==> src/hdl/cmd_port_pkg.sv <==
package cmd_port_pkg;
  // ==========================================================
  // Register map (word offsets on the host register port)
  localparam logic [1:0] OFF_CSW = 2'h0;
  localparam logic [1:0] OFF_BAL = 2'h1;  // Base + 2
  localparam logic [1:0] OFF_BBC = 2'h2;  // Base + 4
  // ==========================================================
  // Command/status word fields
  localparam int        POS_EXT_HI   = 15;
  localparam int        POS_EXT_LO   = 14;
  localparam int        POS_CMD_HI   = 13;
  localparam int        POS_CMD_LO   = 8;
  localparam int        POS_CMD_DONE = 7;
  localparam int        POS_CMD_COMPLETE_IRQ_EN   = 6;
  localparam int        POS_RX_DONE  = 5;
  localparam int        POS_RX_IE    = 4;
  localparam logic [3:0] STATUS_RESET = 4'h0;
  // ==========================================================
  // Command codes (octal in the description)
  localparam logic [5:0] CMD_NOP      = 6'o00;
  localparam logic [5:0] CMD_MI_LOOP  = 6'o01;
  localparam logic [5:0] CMD_IN_LOOP  = 6'o02;
  localparam logic [5:0] CMD_CLR_LOOP = 6'o03;
  localparam logic [5:0] CMD_PROMISC  = 6'o04;
  localparam logic [5:0] CMD_RESET    = 6'o77;
  // ==========================================================
  // Status codes
  localparam logic [3:0] ST_SUCCESS = 4'h0;    // 00
  localparam logic [3:0] ST_ILLEGAL = 4'h2;    // 02
  localparam logic [3:0] ST_NXM     = 4'hf;    // 17 octal
  // ==========================================================
  // Execution latency of one command in cycles
  localparam logic [3:0] EXEC_CYCLES = 4'h4;
  // Command categories
  typedef enum logic [3:0] {
    CAT_NONDMA  = 4'b0001,
    CAT_SYNC_RT = 4'b0010,
    CAT_SUPPLY  = 4'b0100,
    CAT_ASYNC   = 4'b1000
  } cmd_cat_t;
  typedef enum logic [1:0] {
    ST_IDLE = 2'b01,
    ST_EXEC = 2'b10
  } exec_state_t;
endpackage : cmd_port_pkg

==> src/hdl/host_command_port_loopback.sv <==
// Operation
// Bits 15:14 written with the command give buffer address bits 17:16; read undefined.
// Writing command bits 13:8 starts that command; reading the field is undefined.
// Host waits for completion before a new command, except reset code 77.
// Completion flag bit 7 sets on finish, clears on low-byte read, ignores writes.
// Bit 6 enables completion interrupt; zero cancels any pending request.
// Receive-done bit 5 sets at end of receive DMA; low-byte read clears it.
// Bit 4 enables receive-done interrupt; zero cancels any pending request.
// Status bits 3:0 load the result as completion sets; writes ignored.
// Buffer address at offset 2 is write-only low 16 address bits.
// Host loads address and count before any DMA command.
// Byte count write-only; zero count on DMA command completes with status 17.
// Command 00 completes with status 02, illegal command.
// Command 01 enters module loopback, status 00, goes offline.
// Module loopback returns each frame bit-for-bit identical.
// In any data loopback the checksum generator is bypassed.
// Command 02 enters internal loopback, status 00, goes offline.
// Internal loopback returns frames only when they pass the receive filter.
// Pass/fail indicator on while internal loopback is active.
// Entering internal loopback leaves held receive frames intact.
// Command 03 leaves data loopback, status 00, indicator off.
// Command 04 enables promiscuous reception of all valid frames.
// Codes 50-57 supply, 30-37/70-76 sync return, 40-47 async return.
// Interrupt request while a completion flag and its enable are both set.
`timescale 1ns/1ps
`default_nettype none
module host_command_port_loopback
  import cmd_port_pkg::*;
(
  // Clock and reset
  input  wire logic        clk_sys,
  input  wire logic        nrst,
  // Host register port
  input  wire logic [1:0]  reg_addr,
  input  wire logic        reg_wr,
  input  wire logic        reg_rd,
  input  wire logic        reg_rd_low,
  input  wire logic [15:0] reg_wdata,
  output logic      [15:0] reg_rdata,
  // Receive DMA engine event
  input  wire logic        rx_dma_last,
  // Frame path control, indicator and interrupt
  output logic      [17:0] dma_addr,
  output logic      [15:0] dma_count,
  output logic             mi_loop_on,
  output logic             in_loop_on,
  output logic             offline,
  output logic             fcs_bypass,
  output logic             promisc_on,
  output logic             rx_fifo_flush,
  output logic             pass_fail_led,
  output logic             irq
);

  // ==========================================================
  // State
  typedef struct packed {
    exec_state_t st;
    logic [3:0]  cnt;
    logic [5:0]  cmd;
    logic [1:0]  ext;
    logic [15:0] bal;
    logic [15:0] bbc;
    logic        cmd_done;
    logic        cmd_complete_irq_en;
    logic        rx_done;
    logic        rx_ie;
    logic [3:0]  status;
    logic        mi_loop;
    logic        in_loop;
    logic        offl;
    logic        promisc;
    logic        flush;
    logic        irq;
    logic [15:0] rdata;
  } state_t;

  state_t s_r;
  state_t s_nxt;

  // ==========================================================
  // Category decode, shared by execution and checks
  function automatic cmd_cat_t cat_of(input logic [5:0] c);
    if (c >= 6'o50 && c <= 6'o57)
      cat_of = CAT_SUPPLY;
    else if ((c >= 6'o30 && c <= 6'o37) || (c >= 6'o70 && c <= 6'o76))
      cat_of = CAT_SYNC_RT;
    else if (c >= 6'o40 && c <= 6'o47)
      cat_of = CAT_ASYNC;
    else
      cat_of = CAT_NONDMA;
  endfunction

  logic csw_wr;
  logic csw_rd_low;
  logic csw_reset;
  assign csw_wr     = reg_wr && reg_addr == OFF_CSW;
  assign csw_reset  = csw_wr && reg_wdata[POS_CMD_HI:POS_CMD_LO] == CMD_RESET;
  assign csw_rd_low = reg_rd && reg_rd_low && reg_addr == OFF_CSW;

  // ==========================================================
  // Next-state logic
  always_comb
  begin
    s_nxt       = s_r;
    s_nxt.flush = 1'b0;
    // Low-byte read clears flags; a same-cycle set below still wins
    if (csw_rd_low)
    begin
      s_nxt.cmd_done = 1'b0;
      s_nxt.rx_done  = 1'b0;
    end
    if (rx_dma_last)
      s_nxt.rx_done = 1'b1;
    if (reg_wr && reg_addr == OFF_BAL)
      s_nxt.bal = reg_wdata;
    if (reg_wr && reg_addr == OFF_BBC)
      s_nxt.bbc = reg_wdata;
    if (csw_wr)
    begin
      // Enables only; flag and status bits ignore host writes
      s_nxt.cmd_complete_irq_en = reg_wdata[POS_CMD_COMPLETE_IRQ_EN];
      s_nxt.rx_ie  = reg_wdata[POS_RX_IE];
      // A new command is accepted when idle; reset any time
      if (s_r.st == ST_IDLE || reg_wdata[POS_CMD_HI:POS_CMD_LO] == CMD_RESET)
      begin
        s_nxt.cmd = reg_wdata[POS_CMD_HI:POS_CMD_LO];
        s_nxt.ext = reg_wdata[POS_EXT_HI:POS_EXT_LO];
        s_nxt.st  = ST_EXEC;
        s_nxt.cnt = EXEC_CYCLES;
      end
    end
    unique case (s_r.st)
      ST_IDLE:
      begin
      end
      ST_EXEC:
      begin
        if (csw_reset)
        begin
          // Reset keeps the fresh count loaded above instead of counting on
        end
        else if (s_r.cnt != 4'h1)
          s_nxt.cnt = s_r.cnt - 4'h1;
        else
        begin
          s_nxt.st       = ST_IDLE;
          s_nxt.cmd_done = 1'b1;
          s_nxt.status   = ST_SUCCESS;
          if (cat_of(s_r.cmd) != CAT_NONDMA && s_r.bbc == 16'h0000)
            s_nxt.status = ST_NXM;
          else
            unique case (s_r.cmd)
              CMD_NOP:      s_nxt.status = ST_ILLEGAL;
              CMD_MI_LOOP:
              begin
                s_nxt.mi_loop = 1'b1;
                s_nxt.in_loop = 1'b0;
              end
              CMD_IN_LOOP:
              begin
                s_nxt.in_loop = 1'b1;
                s_nxt.mi_loop = 1'b0;
              end
              CMD_CLR_LOOP:
              begin
                s_nxt.mi_loop = 1'b0;
                s_nxt.in_loop = 1'b0;
              end
              CMD_PROMISC:  s_nxt.promisc = 1'b1;
              CMD_RESET:
              begin
                s_nxt.mi_loop = 1'b0;
                s_nxt.in_loop = 1'b0;
                s_nxt.promisc = 1'b0;
                s_nxt.flush   = 1'b1;
              end
              default:
              begin
              end
            endcase
        end
      end
      default: s_nxt.st = ST_IDLE;
    endcase
    // Disabling an enable cancels the pending request at once
    s_nxt.irq = (s_nxt.cmd_done && s_nxt.cmd_complete_irq_en) || (s_nxt.rx_done && s_nxt.rx_ie);
    // Offline level kept in its own flop so the pin needs no gate after the register
    s_nxt.offl = s_nxt.mi_loop | s_nxt.in_loop;
    // Write-only fields read as zero here; reads of them are undefined anyway
    s_nxt.rdata = 16'h0000;
    // Flags show their value before this read clears them, else a poll would never see them
    if (reg_addr == OFF_CSW)
      s_nxt.rdata = {8'h00, s_r.cmd_done, s_r.cmd_complete_irq_en, s_r.rx_done, s_r.rx_ie, s_r.status};
  end

  // ==========================================================
  // State register
  always_ff @(posedge clk_sys)
  begin
    if (!nrst)
    begin
      s_r        <= '0;
      s_r.st     <= ST_IDLE;
      s_r.status <= STATUS_RESET;
    end
    else
      s_r <= s_nxt;
  end

  // ==========================================================
  // Outputs straight from state flops
  assign reg_rdata     = s_r.rdata;
  assign dma_addr      = {s_r.ext, s_r.bal};
  assign dma_count     = s_r.bbc;
  assign mi_loop_on    = s_r.mi_loop;
  assign in_loop_on    = s_r.in_loop;
  assign offline       = s_r.offl;
  assign fcs_bypass    = s_r.offl;
  assign promisc_on    = s_r.promisc;
  assign rx_fifo_flush = s_r.flush;
  assign pass_fail_led = s_r.in_loop;
  assign irq           = s_r.irq;

  // ==========================================================
  // Checks
  property p_done_on_finish;
    @(posedge clk_sys) disable iff (!nrst)
    (s_r.st == ST_EXEC && s_r.cnt == 4'h1 && !csw_wr) |=> s_r.cmd_done;
  endproperty
  a_done_on_finish: assert property (p_done_on_finish) else $error("completion flag not set");

  property p_read_clears;
    @(posedge clk_sys) disable iff (!nrst)
    (csw_rd_low && !rx_dma_last && s_r.st == ST_IDLE) |=> !s_r.rx_done && !s_r.cmd_done;
  endproperty
  a_read_clears: assert property (p_read_clears) else $error("low-byte read did not clear flags");

  property p_cmd_complete_irq_en_cancel;
    @(posedge clk_sys) disable iff (!nrst)
    (!s_r.cmd_complete_irq_en && !(s_r.rx_done && s_r.rx_ie)) |-> !s_r.irq;
  endproperty
  a_cmd_complete_irq_en_cancel: assert property (p_cmd_complete_irq_en_cancel) else $error("irq without enable");

  property p_rx_irq;
    @(posedge clk_sys) disable iff (!nrst)
    (s_r.rx_done && s_r.rx_ie) |-> s_r.irq;
  endproperty
  a_rx_irq: assert property (p_rx_irq) else $error("receive irq missing");

  property p_illegal;
    @(posedge clk_sys) disable iff (!nrst)
    (s_r.st == ST_EXEC && s_r.cnt == 4'h1 && s_r.cmd == CMD_NOP && !csw_wr) |=> s_r.status == ST_ILLEGAL;
  endproperty
  a_illegal: assert property (p_illegal) else $error("command 00 not illegal");

  property p_nxm;
    @(posedge clk_sys) disable iff (!nrst)
    (s_r.st == ST_EXEC && s_r.cnt == 4'h1 && !csw_wr && cat_of(s_r.cmd) != CAT_NONDMA && s_r.bbc == 16'h0000)
      |=> s_r.status == ST_NXM;
  endproperty
  a_nxm: assert property (p_nxm) else $error("zero count not reported");

  property p_cmd_latency;
    @(posedge clk_sys) disable iff (!nrst)
    (csw_wr && s_r.st == ST_IDLE) ##1 (!csw_wr)[*4] |=> s_r.cmd_done && s_r.st == ST_IDLE;
  endproperty
  a_cmd_latency: assert property (p_cmd_latency) else $error("command did not finish in time");

  property p_led;
    @(posedge clk_sys) disable iff (!nrst)
    pass_fail_led == in_loop_on && !(mi_loop_on && in_loop_on);
  endproperty
  a_led: assert property (p_led) else $error("indicator mismatch");

  property p_clr_loop;
    @(posedge clk_sys) disable iff (!nrst)
    (s_r.st == ST_EXEC && s_r.cnt == 4'h1 && s_r.cmd == CMD_CLR_LOOP && !csw_wr)
      |=> !offline && !pass_fail_led && s_r.status == ST_SUCCESS;
  endproperty
  a_clr_loop: assert property (p_clr_loop) else $error("loopback not cleared");

  property p_mi_loop;
    @(posedge clk_sys) disable iff (!nrst)
    (s_r.st == ST_EXEC && s_r.cnt == 4'h1 && s_r.cmd == CMD_MI_LOOP && !csw_wr)
      |=> mi_loop_on && !in_loop_on && offline && fcs_bypass && s_r.status == ST_SUCCESS;
  endproperty
  a_mi_loop: assert property (p_mi_loop) else $error("module loopback not entered");

  property p_in_loop;
    @(posedge clk_sys) disable iff (!nrst)
    (s_r.st == ST_EXEC && s_r.cnt == 4'h1 && s_r.cmd == CMD_IN_LOOP && !csw_wr)
      |=> in_loop_on && !mi_loop_on && offline && pass_fail_led && !rx_fifo_flush;
  endproperty
  a_in_loop: assert property (p_in_loop) else $error("internal loopback not entered");

  property p_promisc;
    @(posedge clk_sys) disable iff (!nrst)
    (s_r.st == ST_EXEC && s_r.cnt == 4'h1 && s_r.cmd == CMD_PROMISC && !csw_wr) |=> promisc_on;
  endproperty
  a_promisc: assert property (p_promisc) else $error("promiscuous mode not set");

  property p_reset_restart;
    @(posedge clk_sys) disable iff (!nrst)
    csw_reset |=> s_r.st == ST_EXEC && s_r.cmd == CMD_RESET && s_r.cnt == EXEC_CYCLES;
  endproperty
  a_reset_restart: assert property (p_reset_restart) else $error("reset command not taken");

  property p_ext_capture;
    @(posedge clk_sys) disable iff (!nrst)
    (csw_wr && s_r.st == ST_IDLE) |=> dma_addr[17:16] == $past(reg_wdata[POS_EXT_HI:POS_EXT_LO]);
  endproperty
  a_ext_capture: assert property (p_ext_capture) else $error("address extension not captured");

endmodule // host_command_port_loopback
`default_nettype wire

==> config.mk <==
export PLATFORM = sky130hd
export DESIGN_NAME = host_command_port_loopback
export DESIGN_NICKNAME = d
export VERILOG_FILES = /design/src/hdl/cmd_port_pkg.sv /design/src/hdl/host_command_port_loopback.sv
export SDC_FILE = /design/constraint.sdc
export NUM_CORES = 1
export LEC_CHECK = 0
export CORE_UTILIZATION = 40
export CTS_CLUSTER_SIZE = 24
export DETAILED_ROUTE_END_ITERATION = 7
export DONT_BUFFER_PORTS = 1
export GPL_ROUTABILITY_DRIVEN = 0
export SLEW_MARGIN = 20
export SYNTH_ARGS = -nofsm -noshare
export SYNTH_HDL_FRONTEND = slang
export SYNTH_SLANG_ARGS = --single-unit
==> constraint.sdc <==
create_clock -name clk_sys -period 1.55 [get_ports clk_sys]
set_input_delay 0.2325 -clock clk_sys [delete_from_list [all_inputs] [get_ports clk_sys]]
set_output_delay 0.2325 -clock clk_sys [all_outputs]
set_load 0.005 [all_outputs]
==> results.py, run 1 <==
metrics = {
    "sta": {
        "rsz0062_at_grt": "true",
        "setup_violations": 1,
        "finalCritPeriodShare_pct": 102.1,
        "finClkSkew_ps": 7.584,
        "fmax_mhz": 631.9,
        "setup_ws_ps": -32.65,
        "fin_hold_ws_ps": 12.04,
        "drv_slew": 0,
        "final_hold_viol_count": 0,
        "fin_crit_ps": 1583,
        "final.setup.tns_ps": -32.65,
    },
    "die": {
        "dieHeight_um": 87.88,
        "rows": 30,
        "initial_core_util_pct": 42.49,
        "pin_count": 82,
        "core_area_mm2": 0.006944,
        "fp.dieW_um": 87.88,
        "dieArea_mm2": 0.007723,
    },
    "synth": {
        "avgSynthCellArea_um2": 8.218,
        "netlist_area_mm2": 0.002950,
        "synthCells": 359,
        "synth-edff-count": 0,
        "synth_largest_area_cell": "dfxtp_1",
        "synth_top_cell_area_share_pct": 43.43,
        "yosys_warnings": 0,
        "synth.area.top_cells": "dfxtp_1, buf_4, nand2_1",
        "yosysUniqueCellTypes": 46,
        "async_flop_share_pct": 0,
        "synth-seq-area-share_pct": 43.43,
        "synth_seq_cells": 64,
        "synth_ff_type": "dfxtp_1",
    },
    "routing": {
        "vias": 2311,
        "route.detailed.drc": 0,
        "drtPass1Iterations": 4,
        "wl_per_cell_um": 15.18,
        "drt_iter0_drc": 111,
        "via_per_inst": 5.217,
        "totalWireLength_mm": 6.723,
        "antenna_left": 0,
    },
    "critical_path": {
        "r2r-start": "s_r[71]",
        "crit_chain": "inv_2 -> ha_4 -> and4bb_2 -> o31ai_4 -> or4_4 -> a21oi_2",
        "reg2regPathDepth": 6,
        "critical_path.top_delay_family": "simple AND/OR/NAND/NOR gates",
        "arrival_ps": 1850,
        "required_ps": 1820,
        "critical_path_class": "flip-flop to flip-flop",
        "path_max_fanout": 3,
        "regToRegSetupSlack_ps": -30,
        "critPathSlowestCell": "or4_4",
        "reg2reg_to": "s_r[24]",
        "cpPeakStageDelay_ps": 510,
        "start_kind": "flip-flop",
        "cp_num_buf_inv": 1,
        "endpoint_kind": "flip-flop",
    },
    "layout": {
        "seqCellArea_mm2": 0.001289,
        "multi_input_area_mm2": 0.001271,
        "final_common_cell": "nand2_1",
        "design_area_mm2": 0.003188,
        "fin_util_pct": 45.91,
        "areaGrowthSynthToFinish_pct": 8.058,
        "most-common-layout-cells": "nand2_1, dfxtp_1, a21oi_1",
        "finalNetCount": 370,
        "num_antenna_cells": 0,
        "layout-drive-gt1-share_pct": 20.17,
        "fillers": 705,
    },
    "worst_hold_path": {
        "worstHoldPathType": "input port to flip-flop",
        "holdPathEnd": "s_r[71]",
        "hold_path_depth": 1,
        "hold_start": "nrst",
    },
    "status": {
        "violations": "setup timing",
        "outcome": "finished with violations",
    },
    "power": {
        "powerDensity_mw_per_mm2": 1258,
        "p_int_mw": 3.038,
        "switching_power_mw": 0.9723,
        "cellLeakagePower_nw": 1.197,
        "switching_share_pct": 24.25,
        "ir_drop_mv": 0.4366,
        "pwr-share-clk_pct": 42.7,
        "comb_power_share_pct": 13.2,
        "pwr-share-seq_pct": 44.2,
        "power.total_mw": 4.010,
    },
    "placement": {
        "hpwl_mm": 4.766,
        "place_area_mm2": 0.002885,
        "io_buffers": 0,
    },
    "global_route": {
        "grt_usage_pct": 18.14,
        "antenna_found_initial": 0,
        "overflow": 0,
        "grt_max_degree": 26,
        "grt_pass1_wl_mm": 10.52,
        "grt_pass1_vias": 2116,
    },
    "flow_run": {
        "cap_violations": 0,
    },
    "clock_network": {
        "cts_tree": "done",
        "cts_sinks": 64,
        "numCtsBuffers": 9,
        "cts_buffer_depth": 2,
        "htree_levels": 3,
        "cts-root-buf": "clkbuf_8",
        "cts.reportedPaths.clkPinSlew_ps": 70,
        "clk_latency_ps": 330,
    },
}
## synth_stat cells (4+ instances only)
cell	number
nand2_1	77
dfxtp_1	64
buf_4	52
a21oi_1	47
o21ai_0	14
clkbuf_1	12
nand3_1	9
nor2_1	8
and3_1	6
inv_1	6
nor3_1	5
nor4_1	5
ha_1	4
## state kept, by name, summed over array words and instances, names as in the netlist
register / flops
s_r: 18
rx_fifo_flush: 1
in_loop_on: 1
reg_rdata: 6
mi_loop_on: 1
fcs_bypass: 1
promisc_on: 1
dma_addr: 18
dma_count: 16
irq: 1
## metrics by stage
step	cells	setup slack [ps]
2_1_floorplan	366	-75.99
3_3_place_gp	424	-8.089
4_1_cts	442	-48.72
3_5_place_dp	424	-29.77
6_report	443	-32.65
5_1_grt	443	-106.3
## final cells by class
class,instances,area share (%)
Sequential cell,64,40.42
Multi-Input combinational cell,228,39.87
Timing Repair Buffer,33,7.849
Clock buffer,11,4.121
Tap cell,96,3.768
Clock inverter,5,3.257
Inverter,6,0.7064
## cells by family after synthesis
group                    after synthesis  synth area share, %
AND/OR/NAND/NOR                      132                21.29
AO/OA/AOI/OAI                         81                16.03
buffers and inverters                 74                16.37
flip-flops                            64                43.43
adder cells (fa/ha/maj)                4                1.696
multiplexers                           3                1.060
other                                  1               0.1271
## power groups by stage
stage / Sequential [mW] / Combinational, mW / Clock, mW
2_1_floorplan: 1.79 / 0.384 / 0
3_3_place_gp: 1.80 / 0.482 / 0
3_5_place_dp: 1.81 / 0.487 / 0
4_1_cts: 1.77 / 0.511 / 1.76
5_1_grt: 1.78 / 0.587 / 1.84
6_report: 1.77 / 0.528 / 1.71
## per-layer routing
layer  GRT usage, %  vias to the layer above  routed length, um
li1               -                     1132                  -
met1          23.66                     1074               2967
met2          25.93                       95               2927
met3          7.446                       10                690
met4          8.495                        0                138
met5              0                        -                  0
## how the worst max path moves through the flow
stage                        from      end  slack [ps]  cells after the start
final                     s_r[71]  s_r[24]         -30                      6
after global routing      s_r[71]  s_r[24]        -110                      6
after CTS                 s_r[71]  s_r[24]         -50                      6
after detailed placement  s_r[71]  s_r[24]         -30                      6
after global placement    s_r[71]  s_r[24]          -8                      6
after floorplan           s_r[75]  s_r[24]         -80                      6
## what timing repair did
item,in CTS,in global routing
endpoints found under the setup margin,1,7
pin swaps,3,2
resized for setup,6,6
endpoints found under the hold margin,1,1
setup buffers,2,0
No activity file was read; power rests on OpenSTA's default activity.
==> inputs of run 2 (changes only) <==
Settings changed: TNS_END_PERCENT set to 20.
==> run 2 against run 1 <==
The run still ends with setup timing left. Hold slack worse by 1.3 ps. Flip-flop and latch count stayed put. Combinational power rose by 3%. Design area grew 3.2%. Clock power increased by 5%. Total power up 2.9%. Die area did not move. Critical path depth stayed put. Maximum frequency about the same. Global-route usage about the same. Sequential share of layout area decreased by 1.3 points. Largest cell class unchanged.
==> results.py, run 2 (synthesis results as in run 1) <==
metrics = {
    "status": {
        "outcome": "finished with violations",
        "violations": "setup timing",
    },
    "layout": {
        "design_area_mm2": 0.003291,
        "areaGrowthSynthToFinish_pct": 11.54,
        "finalNetCount": 378,
        "final_common_cell": "nand2_1",
        "layout-drive-gt1-share_pct": 19.15,
        "most-common-layout-cells": "nand2_1, dfxtp_1, a21oi_1",
        "num_antenna_cells": 0,
    },
    "power": {
        "switching_power_mw": 1.025,
        "ir_drop_mv": 0.4848,
        "power.total_mw": 4.124,
        "cellLeakagePower_nw": 1.241,
        "switching_share_pct": 24.87,
        "pwr-share-clk_pct": 43.8,
        "p_int_mw": 3.099,
        "comb_power_share_pct": 13.2,
        "pwr-share-seq_pct": 43.0,
        "powerDensity_mw_per_mm2": 1253,
    },
    "critical_path": {
        "cp_num_buf_inv": 1,
        "path_max_fanout": 3,
        "r2r-start": "s_r[71]",
        "endpoint_kind": "flip-flop",
        "reg2regPathDepth": 6,
        "critPathSlowestCell": "or4_1",
        "start_kind": "flip-flop",
        "regToRegSetupSlack_ps": -30,
        "path_depth": 6,
        "required_ps": 1830,
        "crit_chain": "inv_2 -> ha_4 -> and4bb_2 -> o31ai_4 -> or4_1 -> a21oi_1",
        "critical_path.top_delay_family": "simple AND/OR/NAND/NOR gates",
        "cpPeakStageDelay_ps": 500,
        "arrival_ps": 1860,
        "critical_path_class": "flip-flop to flip-flop",
        "reg2reg_to": "s_r[24]",
    },
    "clock_network": {
        "cts-root-buf": "clkbuf_8",
        "cts_buffer_depth": 2,
        "numCtsBuffers": 9,
        "cts.reportedPaths.clkPinSlew_ps": 80,
        "clk_latency_ps": 350,
        "cts_tree": "done",
        "htree_levels": 3,
        "cts_sinks": 64,
    },
    "routing": {
        "vias": 2339,
        "drtPass1Iterations": 4,
        "wl_per_cell_um": 14.96,
        "via_per_inst": 5.186,
        "drt_iter0_drc": 82,
        "route.detailed.drc": 0,
        "totalWireLength_mm": 6.747,
        "antenna_left": 0,
    },
    "worst_hold_path": {
        "hold_start": "reg_wdata[5]",
        "hold_path_depth": 2,
        "holdPathEnd": "dma_addr[5]",
        "worstHoldPathType": "input port to flip-flop",
    },
    "die": {
        "fp.dieW_um": 87.88,
        "core_area_mm2": 0.006944,
        "dieArea_mm2": 0.007723,
        "initial_core_util_pct": 42.49,
        "rows": 30,
        "pin_count": 82,
        "dieHeight_um": 87.88,
    },
    "sta": {
        "final.setup.tns_ps": -31.48,
        "tightestPinTransition_ps": 578.4,
        "fin_crit_ps": 1581,
        "fmax_mhz": 632.3,
        "fin_hold_ws_ps": 10.77,
        "setup_ws_ps": -31.48,
        "drv_slew": 0,
        "relSlewSlack_pct": 61.40,
        "final_hold_viol_count": 0,
        "finClkSkew_ps": 9.577,
        "finalCritPeriodShare_pct": 102.0,
        "rsz0062_at_grt": "true",
        "setup_violations": 1,
    },
    "global_route": {
        "grt_usage_pct": 18.16,
        "grt_pass1_wl_mm": 10.38,
        "grt_pass1_vias": 2107,
        "overflow": 0,
        "antenna_found_initial": 0,
        "grt_max_degree": 35,
    },
    "placement": {
        "place_area_mm2": 0.002905,
        "dp_slack_ps": -46.47,
        "hpwl_mm": 4.775,
        "io_buffers": 0,
    },
    "flow_run": {
        "cap_violations": 0,
    },
}
-- run 2: final cells by class --
| cell class | instances | area, um^2 |
|---|---|---|
| clock inverter | 6 | 115.1 |
| tap | 96 | 120.1 |
| multi-input combinational | 228 | 1261 |
| timing repair buffer | 41 | 345.3 |
| fill | 679 | 3654 |
| inverter | 6 | 22.52 |
| clock buffer | 10 | 137.6 |
| sequential | 64 | 1289 |
-- run 2: metal layers --
layer	wire, um	track usage (%)
met1	3025	22.32
met2	3019	27.13
met3	538	6.880
met4	163	10.43
met5	0	0
-- run 2: per-stage QoR --
step,utilization (%),std cells
after floorplan,-,366
after CTS,46.59,447
final,47.39,451
after global placement,41.84,425
after global routing,47.39,451
after detailed placement,41.84,425
-- run 2: repair_timing --
action / 4_1_cts / 5_1_grt
gates resized for setup: 6 / 4
hold buffers: 6 / 4
buffers inserted: 0 / 0
pin swaps: 3 / 2
endpoints found under the hold margin: 7 / 4
endpoints found under the setup margin: 2 / 7
-- run 2: worst max-delay path by stage --
stage | start | endpoint
floorplan | s_r[75] | s_r[24]
global placement | s_r[71] | s_r[24]
detailed placement | s_r[71] | s_r[24]
CTS | s_r[71] | s_r[24]
global route | s_r[71] | s_r[24]
finish | s_r[71] | s_r[24]
-- run 2: power by group through the flow --
stage / combinational, mW / clock [mW] / sequential [mW]
2_1_floorplan: 0.384 / 0 / 1.79
3_3_place_gp: 0.510 / 0 / 1.81
3_5_place_dp: 0.511 / 0 / 1.81
4_1_cts: 0.527 / 1.84 / 1.77
5_1_grt: 0.594 / 1.92 / 1.78
6_report: 0.546 / 1.80 / 1.77
